File: src/pkg/hub_power_cfg_pkg.sv
package hub_power_cfg_pkg;
    localparam int         DATA_W    = 8;
    localparam int         ADDR_W    = 8;
    localparam logic [7:0] OFS_SELF_MAX_POWER  = 8'h0C;
    localparam logic [7:0] OFS_BUS_MAX_POWER   = 8'h0D;
    localparam logic [7:0] OFS_CTRL_CUR_SELF   = 8'h0E;
    localparam logic [7:0] OFS_CTRL_CUR_BUS    = 8'h0F;
    localparam logic [7:0] OFS_SETTLE_TIME     = 8'h10;
    localparam logic [7:0] REG_RESET_VALUE     = 8'h00;
    localparam logic [7:0] UNDEFINED_READ      = 8'h00;
    // current fields count in 2 mA steps, settle time in 2 ms steps
    localparam int         CURRENT_STEP_MA     = 2;
    localparam int         SETTLE_STEP_MS      = 2;
    localparam int         CLK_MHZ             = 125;
    localparam int         SETTLE_STEP_CYCLES  =
        SETTLE_STEP_MS * 1000 * CLK_MHZ;
    // value documented as meaning 100 mA; reset value is still zero
    localparam logic [7:0] CURRENT_100MA_CODE  = 8'h32;
endpackage : hub_power_cfg_pkg

File: src/rtl/hub_power_config_registers.sv
`timescale 1ns/1ps
// Function
// - self-powered max power byte, 2 mA units, reported when self-powered
// - bus-powered max power byte, 2 mA units, reported when bus-powered
// - max power fields include hub, board and zero-reporting peripheral
// - code fifty means 100 mA in every current field
// - controller self-powered current byte, 2 mA units, hub and board only
// - controller bus-powered current byte, 2 mA units, hub and board only
// - controller current fields exclude attached peripheral consumption
// - controller bus current nominally fifty, yet resets to zero
// - settle time byte, 2 ms units, power-on start to power good
// - reads of undefined offsets return zero
// - writes to undefined offsets are ignored without error
// - all five registers clear to zero on hardware reset
// - configuration is loaded after reset over the load interface
// - hardware reset returns internal registers to defaults
module hub_power_config_registers #(
    parameter int SETTLE_STEP_CYC = hub_power_cfg_pkg::SETTLE_STEP_CYCLES
) (
    input  wire logic                               clk_i,
    input  wire logic                               rst_i,
    input  wire logic                               cfg_wr_i,
    input  wire logic                               cfg_rd_i,
    input  wire logic [hub_power_cfg_pkg::ADDR_W-1:0] cfg_addr_i,
    input  wire logic [hub_power_cfg_pkg::DATA_W-1:0] cfg_wdata_i,
    input  wire logic                               self_powered_i,
    input  wire logic                               port_power_start_i,
    output logic      [hub_power_cfg_pkg::DATA_W-1:0] cfg_rdata_o,
    output logic      [hub_power_cfg_pkg::DATA_W-1:0] upstream_max_power_o,
    output logic      [hub_power_cfg_pkg::DATA_W-1:0] controller_current_o,
    output logic      [hub_power_cfg_pkg::DATA_W-1:0] settle_time_o,
    output logic                                    port_power_good_o
);
    import hub_power_cfg_pkg::*;

    logic [7:0]  self_supply_current_limit;
    logic [7:0]  bus_supply_current_limit;
    logic [7:0]  controller_only_self_current;
    logic [7:0]  controller_only_bus_current;
    logic [7:0]  port_power_settle_time;
    logic [7:0]  next_self_supply_current_limit;
    logic [7:0]  next_bus_supply_current_limit;
    logic [7:0]  next_controller_only_self_current;
    logic [7:0]  next_controller_only_bus_current;
    logic [7:0]  next_port_power_settle_time;
    logic [7:0]  next_cfg_rdata;
    logic [7:0]  next_upstream_max_power;
    logic [7:0]  next_controller_current;
    logic [31:0] step_cnt;
    logic [31:0] next_step_cnt;
    logic [8:0]  steps_left;
    logic [8:0]  next_steps_left;
    logic        settling;
    logic        next_settling;
    logic        next_power_good;

    always_comb begin
        next_self_supply_current_limit    = self_supply_current_limit;
        next_bus_supply_current_limit     = bus_supply_current_limit;
        next_controller_only_self_current = controller_only_self_current;
        next_controller_only_bus_current  = controller_only_bus_current;
        next_port_power_settle_time       = port_power_settle_time;
        // range checks are the loader's job, values are stored as given
        if (cfg_wr_i) begin
            unique case (cfg_addr_i)
                OFS_SELF_MAX_POWER:
                    next_self_supply_current_limit = cfg_wdata_i;
                OFS_BUS_MAX_POWER:
                    next_bus_supply_current_limit = cfg_wdata_i;
                OFS_CTRL_CUR_SELF:
                    next_controller_only_self_current = cfg_wdata_i;
                OFS_CTRL_CUR_BUS:
                    next_controller_only_bus_current = cfg_wdata_i;
                OFS_SETTLE_TIME:    next_port_power_settle_time = cfg_wdata_i;
                default: ;
            endcase
        end
        next_cfg_rdata = UNDEFINED_READ;
        if (cfg_rd_i) begin
            unique case (cfg_addr_i)
                OFS_SELF_MAX_POWER: next_cfg_rdata = self_supply_current_limit;
                OFS_BUS_MAX_POWER:  next_cfg_rdata = bus_supply_current_limit;
                OFS_CTRL_CUR_SELF:
                    next_cfg_rdata = controller_only_self_current;
                OFS_CTRL_CUR_BUS:
                    next_cfg_rdata = controller_only_bus_current;
                OFS_SETTLE_TIME:    next_cfg_rdata = port_power_settle_time;
                default:            next_cfg_rdata = UNDEFINED_READ;
            endcase
        end
        // full figure includes peripheral, controller figure excludes it
        next_upstream_max_power = self_powered_i ?
            self_supply_current_limit :
            bus_supply_current_limit;
        next_controller_current = self_powered_i ?
            controller_only_self_current :
            controller_only_bus_current;
    end

    // settle timer: steps of SETTLE_STEP_CYC cycles, restart on each start
    always_comb begin
        next_step_cnt   = step_cnt;
        next_steps_left = steps_left;
        next_settling   = settling;
        next_power_good = port_power_good_o;
        if (port_power_start_i) begin
            next_settling   = 1'b1;
            next_power_good = 1'b0;
            next_step_cnt   = 32'h0;
            next_steps_left = {1'b0, port_power_settle_time};
        end else if (settling) begin
            if (steps_left == 9'h000) begin
                next_settling   = 1'b0;
                next_power_good = 1'b1;
            end else if (step_cnt == 32'(SETTLE_STEP_CYC - 1)) begin
                next_step_cnt   = 32'h0;
                next_steps_left = steps_left - 9'h001;
            end else begin
                next_step_cnt = step_cnt + 32'h1;
            end
        end
    end

    always_ff @(posedge clk_i) begin
        if (rst_i) begin
            self_supply_current_limit    <= REG_RESET_VALUE;
            bus_supply_current_limit     <= REG_RESET_VALUE;
            controller_only_self_current <= REG_RESET_VALUE;
            controller_only_bus_current  <= REG_RESET_VALUE;
            port_power_settle_time       <= REG_RESET_VALUE;
            cfg_rdata_o                  <= 8'h00;
            upstream_max_power_o         <= 8'h00;
            controller_current_o         <= 8'h00;
            settle_time_o                <= 8'h00;
            step_cnt                     <= 32'h0;
            steps_left                   <= 9'h000;
            settling                     <= 1'b0;
            port_power_good_o            <= 1'b0;
        end else begin
            self_supply_current_limit    <= next_self_supply_current_limit;
            bus_supply_current_limit     <= next_bus_supply_current_limit;
            controller_only_self_current <= next_controller_only_self_current;
            controller_only_bus_current  <= next_controller_only_bus_current;
            port_power_settle_time       <= next_port_power_settle_time;
            cfg_rdata_o                  <= next_cfg_rdata;
            upstream_max_power_o         <= next_upstream_max_power;
            controller_current_o         <= next_controller_current;
            settle_time_o                <= port_power_settle_time;
            step_cnt                     <= next_step_cnt;
            steps_left                   <= next_steps_left;
            settling                     <= next_settling;
            port_power_good_o            <= next_power_good;
        end
    end

    function automatic logic defined_ofs(input logic [7:0] a);
        defined_ofs = (a >= OFS_SELF_MAX_POWER) && (a <= OFS_SETTLE_TIME);
    endfunction : defined_ofs

    reset_clear_a: assert property (
        @(posedge clk_i) rst_i |=>
        (self_supply_current_limit == 8'h00) &&
        (bus_supply_current_limit == 8'h00) &&
        (controller_only_self_current == 8'h00) &&
        (controller_only_bus_current == 8'h00) &&
        (port_power_settle_time == 8'h00) && !port_power_good_o)
        else $error("registers not cleared by reset");
    undef_read_zero_a: assert property (
        @(posedge clk_i) disable iff (rst_i)
        cfg_rd_i && !defined_ofs(cfg_addr_i) |=> cfg_rdata_o == 8'h00)
        else $error("undefined read not zero");
    idle_read_zero_a: assert property (
        @(posedge clk_i) disable iff (rst_i)
        !cfg_rd_i |=> cfg_rdata_o == 8'h00)
        else $error("read data not zero when idle");
    undef_write_ignored_a: assert property (
        @(posedge clk_i) disable iff (rst_i)
        cfg_wr_i && !defined_ofs(cfg_addr_i) |=>
        $stable(self_supply_current_limit) && $stable(bus_supply_current_limit)
        && $stable(controller_only_self_current)
        && $stable(controller_only_bus_current)
        && $stable(port_power_settle_time))
        else $error("undefined write changed state");
    settle_write_a: assert property (
        @(posedge clk_i) disable iff (rst_i)
        cfg_wr_i && cfg_addr_i == OFS_SETTLE_TIME |=>
        port_power_settle_time == $past(cfg_wdata_i))
        else $error("settle time write not stored");
    settle_read_a: assert property (
        @(posedge clk_i) disable iff (rst_i)
        cfg_rd_i && cfg_addr_i == OFS_SETTLE_TIME |=>
        cfg_rdata_o == $past(port_power_settle_time))
        else $error("settle time read back wrong");
    self_report_a: assert property (
        @(posedge clk_i) disable iff (rst_i)
        self_powered_i |=>
        upstream_max_power_o == $past(self_supply_current_limit))
        else $error("self-powered figure wrong");
    bus_report_a: assert property (
        @(posedge clk_i) disable iff (rst_i)
        !self_powered_i |=>
        upstream_max_power_o == $past(bus_supply_current_limit))
        else $error("bus-powered figure wrong");
    ctrl_self_report_a: assert property (
        @(posedge clk_i) disable iff (rst_i)
        self_powered_i |=>
        controller_current_o == $past(controller_only_self_current))
        else $error("controller self figure wrong");
    ctrl_bus_report_a: assert property (
        @(posedge clk_i) disable iff (rst_i)
        !self_powered_i |=>
        controller_current_o == $past(controller_only_bus_current))
        else $error("controller bus figure wrong");
    zero_settle_good_a: assert property (
        @(posedge clk_i) disable iff (rst_i)
        port_power_start_i && port_power_settle_time == 8'h00
        ##1 !port_power_start_i |=> port_power_good_o)
        else $error("zero settle time not good in two cycles");
    start_drops_good_a: assert property (
        @(posedge clk_i) disable iff (rst_i)
        port_power_start_i |=> !port_power_good_o)
        else $error("power good not dropped on start");
    // good must wait for the whole count, not rise on the first step
    settle_hold_a: assert property (
        @(posedge clk_i) disable iff (rst_i)
        settling && steps_left != 9'h000 |=> !port_power_good_o)
        else $error("power good before settle count ran out");

    write_cov: cover property (@(posedge clk_i)
        cfg_wr_i && defined_ofs(cfg_addr_i));
    undef_cov: cover property (@(posedge clk_i)
        cfg_rd_i && !defined_ofs(cfg_addr_i));
    good_cov: cover property (@(posedge clk_i)
        $rose(port_power_good_o));
    settle_cov: cover property (@(posedge clk_i)
        settling && steps_left != 9'h000);
    code50_cov: cover property (@(posedge clk_i)
        controller_only_bus_current == CURRENT_100MA_CODE);
endmodule : hub_power_config_registers

File: config.mk
export PLATFORM = sky130hd
export DESIGN_NAME = hub_power_config_registers
export DESIGN_NICKNAME = d
export VERILOG_FILES = /design/src/pkg/hub_power_cfg_pkg.sv /design/src/rtl/hub_power_config_registers.sv
export SDC_FILE = /design/constraint.sdc
export NUM_CORES = 1
export LEC_CHECK = 0
export ABC_AREA = 1
export BUFFER_PORTS_ARGS = -buffer_cell sky130_fd_sc_hd__buf_2
export CORE_ASPECT_RATIO = 0.6
export CORE_MARGIN = 8
export CORE_UTILIZATION = 60
export DETAILED_ROUTE_END_ITERATION = 7
export HOLD_SLACK_MARGIN = 0.02
export PLACE_DENSITY = 0.85
export SYNTH_ARGS = -nofsm -noshare
export SYNTH_HDL_FRONTEND = slang
export SYNTH_SLANG_ARGS = --single-unit
export TNS_END_PERCENT = 30
File: constraint.sdc
create_clock -name clk_i -period 2.4 [get_ports clk_i]
set_input_delay 0.24 -clock clk_i [delete_from_list [all_inputs] [get_ports clk_i]]
set_output_delay 0.24 -clock clk_i [all_outputs]
set_load 0.01 [all_outputs]
==> impl_metrics.yaml <==
floorplanning:
  die_y_um: 90.6
  die_w_um: 140
  io_pins: 55
  fp-row-count: 27
  design.die.area_um2: 12700
  core_area_um2: 9090
  initial_utilization: 0.612
final_layout:
  drive_above_1_share: 0.146
  largest_reg_flops: 32
  areaGrowthSynthToFinish_pct: 16.6
  fin_nets: 891
  finalNonFillerCells: 995
  largestRegisters: "step_cnt (32), steps_left (9)"
  n_antenna_cell: 0
  max_flop_register: "step_cnt"
detailed_routing:
  vias: 5785
  first_pass_iters: 5
  drc: 0
  routedWlPerCell_um: 16.9
  drtIter0Drc: 672
  antenna_left: 0
  wirelength_mm: 16.8
  vias_per_cell: 5.81
clocking:
  cts_tree: "built"
  cts_num_sinks: 115
  cts_resized: 0
  clockBufferDepth: 2
  clock_latency_ps: 410
  htreeDepth: 4
  cts_buffers: 17
  postCtsSetupRepairBufs: 0
  ctsHoldBuffers: 0
  clk_pin_slew_ps: 50
  cts-root-buf: "clkbuf_16"
critical_path:
  crit_chain: "inv_1 > ha_1 > nand2_1 > nor2_4 > nand2_1 > nand2_1 > buf_4 > nand2_1 > a21oi_1"
  critPathMostFrequentCell: "nand2_1"
  start_kind: "flip-flop"
  critical_path_arrival_ps: 2400
  worstSetupPathType: "reg -> reg"
  slowest_delay_ps: 520
  cp_top_family: "simple AND/OR/NAND/NOR gates"
  worst-path-buf-inv: 2
  crit_required_ps: 2730
  worstSetupEndpointType: "flip-flop"
  path_max_fanout: 18
  r2r_cells: 9
  cp_slowest_cell: "nand2_1"
  cp_num_cells: 9
logic_synthesis:
  yosysTopAreaCellShare: 0.414
  yosys.area.top_type: "dfxtp_1"
  syn_nets: 835
  synthTopCellsByCount: "nand2_1 (159), nor2_1 (141), dfxtp_1 (115)"
  synthArstFlopShare: 0
  synth_area_leaders: "dfxtp_1 (41%), nand2_1 (11%), nor2_1 (9.5%)"
  synth_area_um2: 5560
  synthMostInstantiatedCell: "nand2_1"
  synth_edf_count: 0
  seq_area_frac_synth: 0.414
  synthCells: 811
  synth_warnings: 0
  ys.flop_type: "dfxtp_1"
  synth.distinct_cells: 36
  ys_ff_latch: 115
  synth.avg_cell_area_um2: 6.85
placement:
  dpl.cell_count: 964
  dp.final_hpwl_mm: 12.5
  place_congestion: 0.972
  io_buffers: 54
flow_run:
  maxCapViolCount: 0
global_route:
  grt_pass1_wl_mm: 26.5
  antenna_found_initial: 0
  grt-ovfl-total: 0
  grt.total_usage: 0.263
  grt_max_degree: 59
  grt_pass1_vias: 5127
timing:
  rsz0062_at_grt: "no"
  setup_tns_ps: 0
  fin_crit_ps: 2080
  max-slew-margin-rel: 0.523
  finalCritPeriodShare: 0.865
  setup_violations: 0
  drv_slew: 0
  maxClockFrequency_mhz: 482
  finalClockSkew_ps: 6.95
  worst_slew_pin_slew_ps: 710
  hold_viol: 0
  timing.hold.ws_ps: 141
power_and_ir_drop:
  power_density_nw_per_um2: 733
  ir_worst_vdd_mv: 0.561
  leakage_nw: 2.56
hold_path:
  whs_path_depth: 3
  hp-class: "in -> reg"
outcome:
  outcome: "completed"
## worst register-to-register path, delay by kind of cell, from the launching register on
kind                     cells  cell delay [ps]
AND/OR/NAND/NOR              5              960
buffers and inverters        2              390
flip-flops                   1              290
adder cells (fa/ha/maj)      1              210
AO/OA/AOI/OAI                1              150
## final timing paths
kind	startpoint	end	slack [ps]
worst max register to register	steps_left[1]	step_cnt[27]	320
worst min register to register	bus_supply_current_limit[4]	upstream_max_power_o[4]	470
worst min-delay path	cfg_wdata_i[1]	self_supply_current_limit[1]	140
worst max-delay path	steps_left[1]	step_cnt[27]	320
## routing by layer
| layer | part of all wire | vias to the layer above | GRT usage |
|---|---|---|---|
| met2 | 0.39 | 367 | 0.341 |
| met4 | 0.0078 | 0 | 0.0782 |
| met1 | 0.47 | 2654 | 0.395 |
| met5 | 0 | - | 0 |
| li1 | - | 2750 | - |
| met3 | 0.14 | 14 | 0.0850 |
## cells by family after synthesis
kind of cell	after synthesis	synth area share
fa+ha+maj	2	0.00450
simple gates	427	0.341
compound gates	156	0.147
buf+inv	102	0.0783
xor+xnor	9	0.0142
flops	115	0.414
## where the power goes
group | total (mW) | internal [mW] | switching [mW] | leakage (nW)
logic | 0.248 | 0.0746 | 0.174 | 1.34
clock network | 2.56 | 1.70 | 0.860 | 0.292
registers | 1.94 | 1.93 | 0.0106 | 0.930
## placed cells by master, fill, tap and decap left out, types with 4 or more instances in the layout
master / count
nand3b_1: 5
nor2_4: 8
dfxtp_1: 115
nor2_2: 8
nand2_1: 159
nor2_1: 141
nor3_1: 6
nand3_1: 74
inv_2: 5
buf_2: 54
buf_4: 6
nand4_1: 9
xnor2_1: 4
o21ai_0: 74
clkbuf_16: 17
o211ai_1: 4
a21oi_1: 71
nand2_2: 6
xor2_1: 5
inv_1: 73
## stage by stage
step                setup slack (ps)  instance area, um2   util  total power [mW]
floorplan                        868                5560      -              2.15
global route                     136                6480  0.713              4.87
CTS                              348                6480  0.713              4.75
detailed placement               346                5880  0.647              2.22
finish                           323                6480  0.713              4.75
global placement                 469                5880  0.647              2.21
## final cells by class
type / count / area (um2)
repair buffers: 60 / 315
fillers: 728 / 2600
well taps: 116 / 145
flip-flops and latches: 115 / 2300
inverters: 79 / 297
multi-input cells: 594 / 2820
clock inverters: 9 / 129
clock buffers: 22 / 474
(Power assumes the default switching activity.)
